$ cat config.mk
export PLATFORM = sky130hd
export DESIGN_NAME = ssd_diag_status
export DESIGN_NICKNAME = d
export VERILOG_FILES = /design/src/hdl/ssd_pkg.sv /design/src/hdl/ssd_diag_status.sv
export VERILOG_INCLUDE_DIRS = /design/src /design/src/hdl
export SDC_FILE = /design/constraint.sdc
export NUM_CORES = 1
export LEC_CHECK = 0
export BUFFER_PORTS_ARGS = -buffer_cell sky130_fd_sc_hd__buf_2
export CAP_MARGIN = 20
export CORE_ASPECT_RATIO = 1.25
export CORE_MARGIN = 2
export CORE_UTILIZATION = 38
export CTS_BUF_LIST = sky130_fd_sc_hd__clkbuf_8
export DETAILED_ROUTE_END_ITERATION = 12
export GPL_ROUTABILITY_DRIVEN = 0
export PLACE_DENSITY = 0.68
export SLEW_MARGIN = 20
export SYNTH_ARGS = -nofsm -noshare
export SYNTH_HDL_FRONTEND = slang
export SYNTH_SLANG_ARGS = --single-unit
$ cat constraint.sdc
create_clock -name sys_clk_in -period 2.25 [get_ports sys_clk_in]
set_input_delay 0.1125 -clock sys_clk_in [delete_from_list [all_inputs] [get_ports sys_clk_in]]
set_output_delay 0.1125 -clock sys_clk_in [all_outputs]
set_load 0.1 [all_outputs]
$ cat src/hdl/ssd_regs.svh
`ifndef SSD_REGS_SVH
`define SSD_REGS_SVH

// Time base
`define SSD_CLK_NS        100
`define SSD_TICK_NS       1000000
`define SSD_TICKS_PER_MIN 60000
`define SSD_WARN_MIN      30

// Wishbone register byte offsets
`define SSD_ADR_RESP      8'h00
`define SSD_ADR_DIAG      8'h04
`define SSD_ADR_REQ       8'h08
`define SSD_ADR_IRQ_STAT  8'h0c
`define SSD_ADR_IRQ_MASK  8'h10

// Response byte fields
`define SSD_RSP_EN        0
`define SSD_RSP_ACT       1
`define SSD_RSP_INS       4
`define SSD_RSP_LIMIT     5
`define SSD_RSP_WARN      6
`define SSD_RSP_ERR       7

// Diagnostic byte fields (bits 3:0 are the fault causes)
`define SSD_DG_BAD_ACT    4
`define SSD_DG_INT_ERR    5
`define SSD_DG_COMM       6

// Request byte: error reset on falling edge
`define SSD_REQ_RESET     7

// Interrupt status bits
`define SSD_IRQ_WARN      0
`define SSD_IRQ_ERR       1
`define SSD_IRQ_COMM      2
`define SSD_IRQ_REQ       3

`define SSD_RST_BYTE      8'h00
`define SSD_RST_IRQ       4'h0

`endif
$ cat src/hdl/ssd_pkg.sv
package ssd_pkg;
  typedef enum logic [1:0] {SSD_IDLE, SSD_WARN, SSD_EXPIRED} ssd_warn_e;
  typedef logic [7:0] ssd_byte_t;
  typedef logic [3:0] ssd_irq_t;
endpackage

$ cat src/hdl/ssd_diag_status.sv
// Contract
// - A warning-class fault drops the diagnostic indication but leaves both safety outputs on.
// - A warning clears by itself as soon as its cause is gone.
// - A warning that stays active for 30 minutes also switches both safety outputs off.
// - The diagnostic byte flags output A, output B, cross-wire and overtemperature in bits 0 to 3.
// - The device presents its response byte and diagnostic byte toward the controller.
// - Response bit 0 shows enabled safety outputs and bit 1 a detected actuator.
// - Response bit 5 shows an actuator in the limit zone while the outputs are on.
// - Diagnostics also flag a bad actuator, an internal error and a communication failure.
// - Response bit 6 shows an active warning and bit 7 an error that switched outputs off.
// - Response bit 4 shows both safety inputs energised.
// - An error resets once its cause is gone and request bit 7 falls or the guard opens.
// - While communication has failed the safety outputs hold their state.
//
// The register addresses and the Wishbone slave port were chosen for this implementation.
`timescale 1ns/1ps
`default_nettype none
`include "ssd_regs.svh"

module ssd_diag_status #(
  parameter int unsigned TICK_CYCLES = `SSD_TICK_NS / `SSD_CLK_NS,
  parameter int unsigned WARN_TICKS  = `SSD_WARN_MIN * `SSD_TICKS_PER_MIN
) (
  input  wire logic             sys_clk_in,
  input  wire logic             rstn_in,
  input  wire logic             flt_out_a_in,
  input  wire logic             flt_out_b_in,
  input  wire logic             flt_cross_in,
  input  wire logic             flt_temp_in,
  input  wire logic             act_detect_in,
  input  wire logic             act_limit_in,
  input  wire logic             act_bad_in,
  input  wire logic             int_err_in,
  input  wire logic             safety_in_a_in,
  input  wire logic             safety_in_b_in,
  input  wire ssd_pkg::ssd_byte_t req_byte_in,
  input  wire logic             req_stb_in,
  input  wire logic             comm_fail_in,
  input  wire logic             wb_cyc_in,
  input  wire logic             wb_stb_in,
  input  wire logic             wb_we_in,
  input  wire logic [7:0]       wb_adr_in,
  input  wire logic [3:0]       wb_sel_in,
  input  wire logic [31:0]      wb_dat_in,
  output logic                  wb_ack_out,
  output logic [31:0]           wb_dat_out,
  output logic                  safety_out_a_out,
  output logic                  safety_out_b_out,
  output logic                  diag_ok_out,
  output ssd_pkg::ssd_byte_t    resp_byte_out,
  output ssd_pkg::ssd_byte_t    diag_byte_out,
  output logic                  irq_out
);
  import ssd_pkg::*;

  localparam int PW = 10;

  // Pin synchronisers; only pin_s is read by logic
  logic [PW-1:0] pin_m;
  logic [PW-1:0] pin_s;
  wire  [PW-1:0] pin_raw = {safety_in_b_in, safety_in_a_in, int_err_in,
                            act_bad_in, act_limit_in, act_detect_in,
                            flt_temp_in, flt_cross_in, flt_out_b_in,
                            flt_out_a_in};

  always_ff @(posedge sys_clk_in or negedge rstn_in) begin
    if (!rstn_in) begin
      pin_m <= '0;
      pin_s <= '0;
    end else begin
      pin_m <= pin_raw;
      pin_s <= pin_m;
    end
  end

  wire [3:0] warn_cause = pin_s[3:0];
  wire       act_det    = pin_s[4];
  wire       act_lim    = pin_s[5];
  wire       act_bad    = pin_s[6];
  wire       int_err    = pin_s[7];
  wire       ins_ok     = pin_s[8] & pin_s[9];
  wire       warn_now   = |warn_cause;

  ssd_warn_e   state_r;
  ssd_warn_e   state_nxt;
  logic [31:0] pre_r;
  logic [31:0] ms_r;
  logic        act_det_r;
  logic        err_r;
  logic [5:0]  err_lat_r;
  logic        safety_r;
  logic        diag_ok_r;
  ssd_byte_t   resp_r;
  ssd_byte_t   diag_r;
  ssd_byte_t   req_r;

  // Time base runs only while a warning is pending
  wire tick    = (state_r == SSD_WARN) && (pre_r == TICK_CYCLES - 1);
  wire expire  = tick && (ms_r == WARN_TICKS - 1);

  always_comb begin
    state_nxt = state_r;
    unique case (state_r)
      SSD_IDLE:    if (warn_now) state_nxt = SSD_WARN;
      SSD_WARN:    if (!warn_now) state_nxt = SSD_IDLE;
                   else if (expire) state_nxt = SSD_EXPIRED;
      SSD_EXPIRED: if (!warn_now) state_nxt = SSD_IDLE;
    endcase
  end

  always_ff @(posedge sys_clk_in or negedge rstn_in) begin
    if (!rstn_in) begin
      state_r <= SSD_IDLE;
      pre_r   <= '0;
      ms_r    <= '0;
    end else begin
      state_r <= state_nxt;
      if (state_nxt != SSD_WARN) begin
        pre_r <= '0;
        ms_r  <= '0;
      end else if (tick) begin
        pre_r <= '0;
        ms_r  <= ms_r + 32'h1;
      end else begin
        pre_r <= pre_r + 32'h1;
      end
    end
  end

  wire warn_act  = state_r != SSD_IDLE;
  wire req_fall  = req_stb_in && req_r[`SSD_REQ_RESET]
                   && !req_byte_in[`SSD_REQ_RESET];
  wire guard_opn = act_det_r && !act_det;
  wire err_set   = act_bad || int_err || expire;
  wire err_cause = act_bad || int_err || (state_r == SSD_EXPIRED);
  wire err_clr   = err_r && !err_cause && (req_fall || guard_opn);
  wire err_nxt   = err_set || (err_r && !err_clr);
  wire [5:0] err_lat_nxt = err_clr ? 6'h00 :
                           err_lat_r | (err_set ? {int_err, act_bad,
                                        warn_cause} : 6'h00);

  // Outputs hold while the chain is down; trades prompt shutdown for
  // immunity to gateway loss
  wire safety_ok  = act_det && ins_ok && !err_nxt;
  wire safety_nxt = comm_fail_in ? safety_r : safety_ok;
  wire diag_ok_nxt = safety_nxt && !warn_act && !err_nxt;

  wire [7:0] resp_nxt = {err_nxt, warn_act,
                         act_lim && act_det && safety_nxt,
                         ins_ok,
                         2'b00, act_det, safety_nxt};
  wire [3:0] dg_cause = err_nxt ? err_lat_nxt[3:0] : warn_cause;
  wire [7:0] diag_nxt = {1'b0, comm_fail_in, err_lat_nxt[5:4],
                         dg_cause};

  always_ff @(posedge sys_clk_in or negedge rstn_in) begin
    if (!rstn_in) begin
      act_det_r <= 1'b0;
      err_r     <= 1'b0;
      err_lat_r <= '0;
      safety_r  <= 1'b0;
      diag_ok_r <= 1'b0;
      resp_r    <= `SSD_RST_BYTE;
      diag_r    <= `SSD_RST_BYTE;
      req_r     <= `SSD_RST_BYTE;
    end else begin
      act_det_r <= act_det;
      err_r     <= err_nxt;
      err_lat_r <= err_lat_nxt;
      safety_r  <= safety_nxt;
      diag_ok_r <= diag_ok_nxt;
      resp_r    <= resp_nxt;
      diag_r    <= diag_nxt;
      if (req_stb_in)
        req_r <= req_byte_in;
    end
  end

  // Interrupt events
  logic     warn_act_r;
  logic     comm_r;
  ssd_irq_t stat_r;
  ssd_irq_t mask_r;
  logic     irq_r;
  logic     ack_r;
  logic [31:0] dat_r;

  wire [3:0] ev = {req_stb_in, comm_fail_in && !comm_r,
                   err_nxt && !err_r, warn_act && !warn_act_r};
  wire wb_req   = wb_cyc_in && wb_stb_in && !ack_r;
  wire wr_stat  = wb_req && wb_we_in && wb_sel_in[0]
                  && (wb_adr_in == `SSD_ADR_IRQ_STAT);
  wire wr_mask  = wb_req && wb_we_in && wb_sel_in[0]
                  && (wb_adr_in == `SSD_ADR_IRQ_MASK);
  // Set beats clear in the same cycle
  wire [3:0] stat_nxt = (stat_r & ~(wr_stat ? wb_dat_in[3:0] : 4'h0)) | ev;

  logic [31:0] rd_mux;
  always_comb begin
    rd_mux = 32'h0;
    unique case (wb_adr_in)
      `SSD_ADR_RESP:     rd_mux = {24'h0, resp_r};
      `SSD_ADR_DIAG:     rd_mux = {24'h0, diag_r};
      `SSD_ADR_REQ:      rd_mux = {24'h0, req_r};
      `SSD_ADR_IRQ_STAT: rd_mux = {28'h0, stat_r};
      `SSD_ADR_IRQ_MASK: rd_mux = {28'h0, mask_r};
      default:           rd_mux = 32'h0;
    endcase
  end

  always_ff @(posedge sys_clk_in or negedge rstn_in) begin
    if (!rstn_in) begin
      warn_act_r <= 1'b0;
      comm_r     <= 1'b0;
      stat_r     <= `SSD_RST_IRQ;
      mask_r     <= `SSD_RST_IRQ;
      irq_r      <= 1'b0;
      ack_r      <= 1'b0;
      dat_r      <= '0;
    end else begin
      warn_act_r <= warn_act;
      comm_r     <= comm_fail_in;
      stat_r     <= stat_nxt;
      if (wr_mask)
        mask_r <= wb_dat_in[3:0];
      irq_r <= |(stat_r & mask_r);
      ack_r <= wb_req;
      if (wb_req)
        dat_r <= wb_we_in ? 32'h0 : rd_mux;
    end
  end

  assign wb_ack_out       = ack_r;
  assign wb_dat_out       = dat_r;
  assign safety_out_a_out = safety_r;
  assign safety_out_b_out = safety_r;
  assign diag_ok_out      = diag_ok_r;
  assign resp_byte_out    = resp_r;
  assign diag_byte_out    = diag_r;
  assign irq_out          = irq_r;
endmodule

`default_nettype wire

; ---- Word level (Yosys, flattened, before mapping)
; Cells that the tools add are included.
[op_classes]
add_sub_neg = 2
n_eq_ne = 9
n_mux = 16
bitwise_logic = 6
reduce_logical = 44
[op_table]
columns = operator, n
row1 = $mux W32, 5
row2 = $add A32 B1 Y32 const B, 2
row3 = $pmux W8 S5, 1
row4 = $eq A32 B14 Y1 const B, 1
row5 = $eq A32 B21 Y1 const B, 1
row6 = $logic_and A1 B1 Y1, 23
row7 = $eq A8 B4 Y1 const B, 2
row8 = $mux W6, 2
row9 = $logic_not A1 Y1, 10
row10 = $and A4 B4 Y4, 2
row11 = $eq A8 B3 Y1 const B, 1
row12 = $eq A8 B5 Y1 const B, 1
row13 = $logic_not A8 Y1, 1
row14 = $mux W2, 4
row15 = $mux W4, 2
row16 = $reduce_or A4 Y1, 2
row17 = $or A6 B6 Y6, 1
row18 = $pmux W2 S3, 1
row19 = $logic_or A1 B1 Y1, 5
row20 = $not A4 Y4, 1
row21 = $or A4 B4 Y4, 1
row22 = $reduce_bool A2 Y1, 2
row23 = $eq A2 B1 Y1 const B, 1
row24 = $eq A2 B2 Y1 const B, 1
row25 = other kinds (4), 4
[word_totals]
reg_bits = 161
in_bits = 69
wordCells = 97

; ---- Logic depth before layout (Yosys ltp)
; Gate-level depths: netlist of run 1.
[depth]
word_depth = 13
mapped_depth = 10
ltp_nobuf = 8

; ---- Worst setup path before layout of run 1
; OpenSTA, ideal clock, no wires.
[synth_path]
kind = register to register
from = register state_r[1]
to = register pre_r[26]
arrival_time_ns = 2.225
setup_slack_ns = -0.094
stages_incl_launch_ff = 11
period_less_slack_ns = 2.344
cell_sequence = dfrtp_1 > inv_1 > ha_1 > nor4b_1 > and4_1 > clkbuf_1 > nand4_1 > o2111a_1 > o211ai_2 > buf_6 > nor2_1
[synth_via]
elab_chain_len = 8
elab_cells_between_ends = 13
cone_classes = 3 x eq/ne / 7 x mux / 3 x reduce/logical
[synth_lines]
columns = item, line
row1 = start: declaration, ssd_diag_status.sv:84  ; ssd_warn_e state_r;
row2 = start signal: assignment, ssd_diag_status.sv:117  ; state_r <= state_nxt;
row3 = $eq A2 B1 Y1, "ssd_diag_status.sv:98, ssd_diag_status.sv:103"
row4 = $logic_and A1 B1 Y1, ssd_diag_status.sv:98  ; wire tick = (state_r == SSD_WARN) && (pre_r == TICK_CYCLES - 1);
row5 = $logic_and A1 B1 Y1, ssd_diag_status.sv:99  ; wire expire = tick && (ms_r == WARN_TICKS - 1);
row6 = $mux W2, ssd_diag_status.sv:106  ; else if (expire) state_nxt = SSD_EXPIRED;
row7 = $mux W2, ssd_diag_status.sv:105  ; SSD_WARN: if (!warn_now) state_nxt = SSD_IDLE;
row8 = $pmux W2 S3, ssd_diag_status.sv:103  ; unique case (state_r)
row9 = $ne A2 B1 Y1, ssd_diag_status.sv:118  ; if (state_nxt != SSD_WARN) begin
row10 = $mux W32 *, ssd_diag_status.sv:118
row11 = end signal: assignment, ssd_diag_status.sv:125  ; pre_r <= pre_r + 32'h1;
row12 = end: declaration, ssd_diag_status.sv:86  ; logic [31:0] pre_r;
; Every way passes the cells marked *; elsewhere a longest branch is shown, timed or not.
; A chain may end at the register's enable or synchronous reset.

; ---- Worst setup path after layout of run 1
[layout_path]
from = register pre_r[12]
to = register pre_r[27]
[layout_via]
elab_chain_len = 8
elab_cells_between_ends = 10
cone_classes = 1 x add/sub / 2 x eq/ne / 5 x mux / 2 x reduce/logical
[layout_lines]
columns = item, line
row1 = $eq A32 B14 Y1, ssd_diag_status.sv:98
row2 = $logic_and A1 B1 Y1, ssd_diag_status.sv:98
row3 = $logic_and A1 B1 Y1, ssd_diag_status.sv:99
row4 = $mux W2, ssd_diag_status.sv:106
row5 = $mux W2, ssd_diag_status.sv:105
row6 = $pmux W2 S3, ssd_diag_status.sv:103
row7 = $ne A2 B1 Y1, ssd_diag_status.sv:118
row8 = $mux W32 *, ssd_diag_status.sv:118
; Marks and branches as above.

==> results of run 1 <==
==> kinds of logic (layout without fill, tap and decap cells) <==
logic type,after synthesis,in the layout
XOR/XNOR,61,61
adder cells (fa/ha/maj),5,5
AO/OA/AOI/OAI,58,58
AND/OR/NAND/NOR,258,258
buffers and inverters,60,205
flip-flops,130,130
multiplexers,20,20
other,1,27
==> worst min path at each step <==
| stage | from | endpoint | cells past startpoint |
|---|---|---|---|
| after floorplan | rstn_in | diag_byte_out[0] | 0 |
| after global placement | rstn_in | ms_r[11] | 1 |
| after detailed placement | rstn_in | ms_r[10] | 1 |
| after CTS | req_stb_in | stat_r[3] | 2 |
| after global routing | req_stb_in | stat_r[3] | 2 |
| final | req_stb_in | stat_r[3] | 2 |
==> placed cells by master (no fill, tap or decap), types with 17 or more instances in the layout <==
cell type and instances:
dfrtp_1 130, nor2_1 86, buf_4 68, buf_2 62, nand2_1 39, xnor2_1 34
nand3_1 29, xor2_1 27, conb_1 27, dlygate4sd3_1 27, and3_1 21, clkbuf_8 19
mux2_2 18, nand4_1 17, nor3_1 17
==> flip-flops by register name, summed over array words and instances, names as in the netlist <==
signal	cells
mask_r	4
resp_byte_out	6
pin_s	10
diag_ok_out	1
pre_r	32
pin_m	10
stat_r	4
wb_dat_out	8
state_r	2
wb_ack_out	1
ms_r	32
diag_byte_out	6
irq_out	1
err_lat_r	5
req_r	8
==> metal layers <==
layer / up-vias / GRT usage [%]
li1: 2323 / -
met1: 2273 / 19.2
met2: 93 / 27.1
met3: 24 / 4.15
met4: 0 / 6.75
met5: - / 0
==> cell type report <==
| type | instances | share of cell area, % |
|---|---|---|
| multi-input cells | 429 | 34.9 |
| clock buffers | 19 | 3.27 |
| repair buffers | 162 | 14.8 |
| well taps | 216 | 3.37 |
| flip-flops and latches | 130 | 40.6 |
| clock inverters | 13 | 2.58 |
| inverters | 11 | 0.516 |
==> power groups by stage <==
stage / Sequential (uW) / Clock (uW) / Combinational [uW]
CTS: 2510 / 2370 / 1340
global placement: 2560 / 0 / 1280
detailed placement: 2560 / 0 / 1290
finish: 2520 / 2310 / 1340
floorplan: 2610 / 0 / 957
global route: 2530 / 2470 / 1450
==> synthesized netlist by cell type (all sizes together) (8+ instances only) <==
library cell	number	area (um2)
dfrtp	130	3250
nor2	88	330
buf	42	334
nand2	39	146
xnor2	34	298
nand3	30	155
xor2	27	236
and3	22	138
nor3	19	106
mux2	18	203
nand4	18	119
nor4	13	81.3
o21ai	13	65.1
a22o	12	105
inv	11	41.3
nor2b	8	50.1
==> timing repair <==
| action | CTS | global route |
|---|---|---|
| hold buffers | 27 | 0 |
| endpoints found under the hold margin | 83 | 0 |
| cloned | 0 | 0 |
| setup buffers | 0 | 2 |
| pin swaps | 0 | 8 |
| endpoints found under the setup margin | 73 | 76 |
| resized for setup | 7 | 25 |
==> through the flow <==
step / instances / power (uW) / setup WS, ps / instance area, um2 / hold slack [ps]
2_1_floorplan: 619 / 3560 / -13.9 / 6310 / -183
5_1_grt: 980 / 6460 / -124 / 8010 / 56.0
6_report: 980 / 6170 / -1.12 / 8010 / 55.9
3_5_place_dp: 919 / 3850 / -91.6 / 7110 / 108
3_3_place_gp: 919 / 3840 / -80.8 / 7110 / 110
4_1_cts: 978 / 6220 / -9.39 / 7890 / 37.4
==> metrics, run 1 <==
status complete, but fails checks; failing checks negative setup slack; CP max-delay cell or4b_4; share of cells above drive strength 1 28.7%; Register Area 3250 um2; Final Hold Vio Count 0; Area growth, synth to finish 29.0%; antenna viol nets, final 0; Leak 0.00365 uW; Comb power frac 21.7%; Die Wd 118 um; Mapped Cells 593; Max Fanout on Critical Path 32; io pins 122; die area 17400 um2; clock group share of total power 37.5%; pin count of the biggest net entering global routing 55; mapped cell area 6210 um2; Setup Skew 14.2 ps; hpwl dp 9390 um; Cell Pwr Density 770 nW/um2; 1st-iter DRT viols 269; Worst slew margin 59.4%; Tmin final 2250 ps; source of the critical timing path pre_r[12]; Synthesis Warnings 0; r2r setup slk -1 ps; Fmax 0.444 GHz; fin crit share 100%; root buf cell clkbuf_8; site row count 52; Worst setup SP type flip-flop; via/cell ratio 4.81; input/output buffers 63; Synth Area in XOR/XNOR 8.61%; vias after detailed routing 4713; M1 wire length 5650 um; CP Depth 7; RSZ-0062 raised after global routing yes; Clk pin slew, worst setup/hold paths 80 ps; complex-gate fraction of the synthesized area 6.99%; Post-Synth Adder-Cell Area 1.01%; drt first pass iters 4; Num CTS Buffers 17; Final setup viols 1; drt wl/cell 13.4 um; CP top delay family simple AND/OR/NAND/NOR gates; Sequential Power Share 40.8%; max cap viols 0; # nets final 825; Seq cells post-synth 130; CP arrival 2590 ps; core footprint 16100 um2; Worst Tran Pin Value 603 ps; ys async rst share 100%; final slew viol count 0; antenna diode count 0; met2 WL 6640 um; crit path cell chain or4b_4 -> nor3_4 -> nand4_1 -> o2111a_2 -> o211ai_2 -> buf_12 -> nor2_1; Crit Reg-Reg Startpoint pre_r[12]; Slowest Stage Delay on Critical Path 550 ps; Avg Cell Area, Syn 10.5 um2; R2R depth 7; Seq/Total Area, Yosys 52.4%; switch share 31.0%; worst r2r dst pre_r[27]; Max Used Layer met4; chip height 147 um; CTS tree done; crit end category flip-flop; Worst EP required 2590 ps; WS Path Type reg2reg; Worst-Skew Late Latency 450 ps; drt total wl 13100 um; Setup crit end pre_r[27]; Hold Path Class in2reg; Buf+Inv Stages, Crit Path 1; Synth cell types 53; Psw 1910 uW; Post-synth EDFFs 0; largest family of logic cells by synthesized area simple AND/OR/NAND/NOR gates; Setup WS post-layout -1.12 ps; CTS H-Tree Depth 4; first-pass GRT wire length 22500 um; effective utilization at floorplan 38.6%; total gr overflow 0; Synth Area in Simple Gates 20.9%; fillers 1456; initial antenna violation count 0; Multi-input gate area 2790 um2; vias in the first global route 4798; total track usage 16.0%; setup TNS -1.12 ps; final core utilization 49.8%; DRC 0; met3 WL 552 um; CTS Sinks 130; Pint 4260 uW; mux contribution to synthesized area 3.59%; Synth Flop Type dfrtp_1; clk buf depth 2; Max rail drop VDD 0.451 mV
Note: power is estimated with default switching activity, not from simulation.
==> inputs of run 2 (changes only) <==
==> constraint.sdc (replaced) <==
create_clock -name sys_clk_in -period 2.25 [get_ports sys_clk_in]
set_input_delay 0.45 -clock sys_clk_in [delete_from_list [all_inputs] [get_ports sys_clk_in]]
set_output_delay 0.45 -clock sys_clk_in [all_outputs]
set_load 0.1 [all_outputs]
==> run 2 against run 1 <==
- the run still ends with negative setup slack left
- flip-flop and latch count stayed put
- total power is 3.5% lower
- worst hold slack better by 51 ps
- maximum frequency is 0.60% lower
- via count is 1.7% lower
- register-to-register slack hardly changed
- cell count is 2.2% lower
- critical path depth stayed put
- critical endpoint is now pre_r[21]
==> metrics, run 2 (synthesized netlist as in run 1, its figures left out) <==
status complete, but fails checks; failing checks negative setup slack; share of cells above drive strength 1 29.4%; initial antenna violation count 0; first-pass GRT wire length 21300 um; commonest cells after routing, fill and taps aside 130 x dfrtp_1, 87 x nor2_1, 71 x buf_4; fin crit share 101%; via/cell ratio 4.83; Hold Path Class in2reg; pin count of the biggest net entering global routing 45; Fmax 0.442 GHz; CP max-delay cell or4b_4; total gr overflow 0; Worst-Skew Late Latency 440 ps; Num CTS Buffers 17; Setup Skew 15.1 ps; chip height 147 um; max cap viols 0; Worst setup SP type flip-flop; Max rail drop VDD 0.433 mV; clk buf depth 2; crit path cell chain or4b_4 -> nor3_4 -> nand4_1 -> o2111a_2 -> o211ai_2 -> buf_12 -> nor2_1; hold_ws 107 ps; Worst Tran Pin Value 625 ps; antenna diode count 0; crit end category flip-flop; DRC 0; die area 17400 um2; Clk pin slew, worst setup/hold paths 80 ps; input/output buffers 63; io pins 122; r2r setup slk -10 ps; Buf+Inv Stages, Crit Path 1; Leak 0.00354 uW; 1st-iter DRT viols 292; RSZ-0062 raised after global routing yes; Max Fanout on Critical Path 32; total power 5950 uW; Tmin final 2260 ps; Final Hold Vio Count 0; drt first pass iters 4; CTS Sinks 130; drt total wl 12500 um; biggest regs ms_r: 32 flops, pre_r: 32 flops; CP arrival 2580 ps; vias in the first global route 4607; # nets final 803; source of the critical timing path pre_r[12]; Worst EP required 2570 ps; site row count 52; Setup WS post-layout -14.6 ps; Area growth, synth to finish 24.3%; final slew viol count 0; Cell Pwr Density 772 nW/um2; Die Wd 118 um; CTS tree done; Worst slew margin 57.9%; Slowest Stage Delay on Critical Path 550 ps; placed cell count 923; Final setup viols 11; CTS H-Tree Depth 4; total track usage 15.3%; hpwl dp 9110 um; setup TNS -37.9 ps; WS Path Type reg2reg; fin cells 958; vias after detailed routing 4631; antenna viol nets, final 0; drt wl/cell 13.0 um; core footprint 16100 um2; effective utilization at floorplan 38.6%; min-delay src flt_cross_in; Crit Reg-Reg Startpoint pre_r[12]; root buf cell clkbuf_8; CP top delay family simple AND/OR/NAND/NOR gates; most common cell after layout, fill and taps aside dfrtp_1
## run 2: final timing paths
kind / to / cells past startpoint
setup reg to reg: pre_r[21] / 7
max in group asynchronous: pin_m[6] / 3
hold / removal: pin_m[2] / 1
hold reg to reg: pin_s[6] / 0
setup / recovery: pre_r[21] / 7
min in group asynchronous: ms_r[27] / 2
## run 2: per-layer routing
metal | track usage, % | vias up | routed length (um)
li1 | - | 2282 | -
met5 | 0 | - | 0
met2 | 25.4 | 99 | 6210
met3 | 3.96 | 33 | 487
met4 | 7.83 | 0 | 381
met1 | 18.3 | 2217 | 5410
## run 2: through the flow
step                      worst slack, ps  instance area [um2]  utilization, %
after detailed placement            -63.4                 7160            44.5
after floorplan                     -13.9                 6310               -
after global routing                 -129                 7710            48.0
after CTS                           -42.7                 7650            47.6
after global placement              -68.8                 7160            44.5
final                               -14.6                 7710            48.0
## run 2: timing repair
action                                 CTS  global route
setup endpoints to repair               67            76
pin swaps                                1             4
resized for setup                        7            16
endpoints found under the hold margin   42             0
hold buffers                             1             0
setup buffers                            0             2
## run 2: power breakdown
part | total, uW | internal, uW | leakage, uW | switching, uW
combinational | 1300 | 418 | 0.00166 | 887
sequential | 2520 | 2440 | 0.00167 | 77.8
clock | 2130 | 1170 | 0.000215 | 958
## run 2: area by class of cell
cell class / count / area [um2]
fill: 1505 / 8360
sequential: 130 / 3250
multi-input combinational: 429 / 2750
timing repair buffer: 140 / 965
tap: 216 / 270
clock buffer: 19 / 262
clock inverter: 13 / 174
inverter: 11 / 41.3
==> inputs of run 3 (changes only) <==
--- a/config.mk
+++ b/config.mk
@@ -15,6 +15,7 @@
 export DETAILED_ROUTE_END_ITERATION = 12
 export GPL_ROUTABILITY_DRIVEN = 0
 export PLACE_DENSITY = 0.68
+export SETUP_SLACK_MARGIN = 0.1
 export SLEW_MARGIN = 20
 export SYNTH_ARGS = -nofsm -noshare
 export SYNTH_HDL_FRONTEND = slang
==> run 3 against run 2 <==
- the run still ends with negative setup slack left
- combinational power is 25% higher
- total power is 5.8% higher
- flip-flop and latch count stayed put
- clock skew is 4.0 ps lower
- register-to-register slack worse by 30 ps
- worst hold slack worse by 5.7 ps
- utilization is 1.8 points higher
- critical endpoint is now pre_r[20]
- highest routed layer unchanged
==> metrics, run 3 (synthesized netlist as in run 1, its figures left out) <==
core footprint 16100 um2; drt wl/cell 14.1 um; most common cell after layout, fill and taps aside dfrtp_1; Area growth, synth to finish 28.9%; Worst slew margin 61.7%; Final setup viols 62; antenna diode count 0; crit path cell chain or4_1 -> or3_4 -> o2111a_2 -> o211ai_2 -> buf_12 -> nor2_1; failing checks negative setup slack; CTS tree done; Worst setup SP type flip-flop; crit end category flip-flop; Die Wd 118 um; Fmax 0.436 GHz; Worst Tran Pin Value 569 ps; effective utilization at floorplan 38.6%; Max Fanout on Critical Path 32; Worst EP required 2580 ps; Setup crit end pre_r[20]; share of cells above drive strength 1 33.4%; Hold Path Class in2reg; WS Path Type reg2reg; # nets final 810; final core utilization 49.8%; biggest regs ms_r: 32 flops, pre_r: 32 flops; commonest cells after routing, fill and taps aside 130 x dfrtp_1, 73 x buf_4, 71 x nor2_1; Tmin final 2290 ps; drt first pass iters 4; Num CTS Buffers 17; CTS H-Tree Depth 4; DP Worst Slack -154 ps; input/output buffers 63; total power 6300 uW; antenna viol nets, final 0; hpwl dp 9570 um; Leak 0.00364 uW; Setup Skew 11.0 ps; Hold Path Depth 1; source of the critical timing path ms_r[6]; hold_ws 101 ps; vias in the first global route 4516; fillers 1439; site row count 52; die area 17400 um2; setup TNS -1410 ps; final slew viol count 0; R2R depth 6; CP max-delay cell or4_1; Max rail drop VDD 0.376 mV; clk buf depth 2; worst r2r dst pre_r[20]; CP arrival 2620 ps; total track usage 15.5%; CTS Sinks 130; pin count of the biggest net entering global routing 56; chip height 147 um; Multi-input gate area 2930 um2; io pins 122; fin crit share 102%; RSZ-0062 raised after global routing yes; Slowest Stage Delay on Critical Path 540 ps; max cap viols 0; r2r setup slk -40 ps; min-delay src flt_out_a_in; Setup WS post-layout -44.9 ps; vias after detailed routing 4721; first-pass GRT wire length 21500 um; Cell Pwr Density 787 nW/um2; root buf cell clkbuf_8; total gr overflow 0; drt total wl 13600 um; initial antenna violation count 0; Register Area 3250 um2; Crit Reg-Reg Startpoint ms_r[6]; Worst-Skew Late Latency 450 ps; DRC 0; Final Hold Vio Count 0; via/cell ratio 4.90; Clk pin slew, worst setup/hold paths 80 ps; status complete, but fails checks; 1st-iter DRT viols 189
[run 3: cell count changes in the layout (fill, tap and decap cells not counted), sizes merged]
cell / previous run / this run
bufinv: 3 / 4
inv: 15 / 13
clkbuf: 19 / 20
clkinvlp: 2 / 3
buf: 139 / 144
[run 3: worst min-delay path by stage]
stage | end | slack, ps
2_1_floorplan | diag_byte_out[0] | 150
3_3_place_gp | pin_s[5] | 330
3_5_place_dp | pin_s[6] | 340
4_1_cts | pin_m[0] | 70
5_1_grt | pin_m[9] | 70
6_report | pin_m[0] | 100
[run 3: per-stage QoR]
step                instance area (um2)  instances
floorplan                          6310        619
global placement                   7190        927
detailed placement                 7190        927
CTS                                7680        959
global route                       8000        964
finish                             8000        964
[run 3: area by class of cell]
| type | count | area share (%) |
|---|---|---|
| well taps | 216 | 3.38 |
| clock buffers | 18 | 3.10 |
| clock inverters | 13 | 2.33 |
| multi-input cells | 429 | 36.6 |
| repair buffers | 147 | 13.4 |
| flip-flops and latches | 130 | 40.7 |
| inverters | 11 | 0.516 |
[run 3: where the power goes]
group	internal (uW)	switching [uW]	leakage (uW)	total [uW]
combinational	596	1030	0.00176	1630
clock	1230	919	0.000213	2150
sequential	2440	79.9	0.00167	2520
total	4270	2030	0.00364	6300
[run 3: worst max-delay path: cells and delay by family (launching register included)]
family | cells | cell delay [ps]
flops | 1 | 390
compound gates | 2 | 500
simple gates | 3 | 1070
buf+inv | 1 | 210
[run 3: metal layers]
layer  GRT usage (%)  vias to the layer above  part of all wire, %  wire length, um
met5               0                        -                    0                0
met4            6.20                        0                  2.2              299
met3            4.66                       20                  3.8              512
met2            26.8                      106                   52             7100
met1            18.0                     2289                   42             5720
li1                -                     2306                    -                -
[run 3: what timing repair did]
action	4_1_cts	5_1_grt
setup endpoints to repair	78	77
pin swaps	2	30
hold buffers	1	0
hold endpoints to repair	37	0
gates resized for setup	12	56
gates cloned	0	3
buffers inserted	0	2
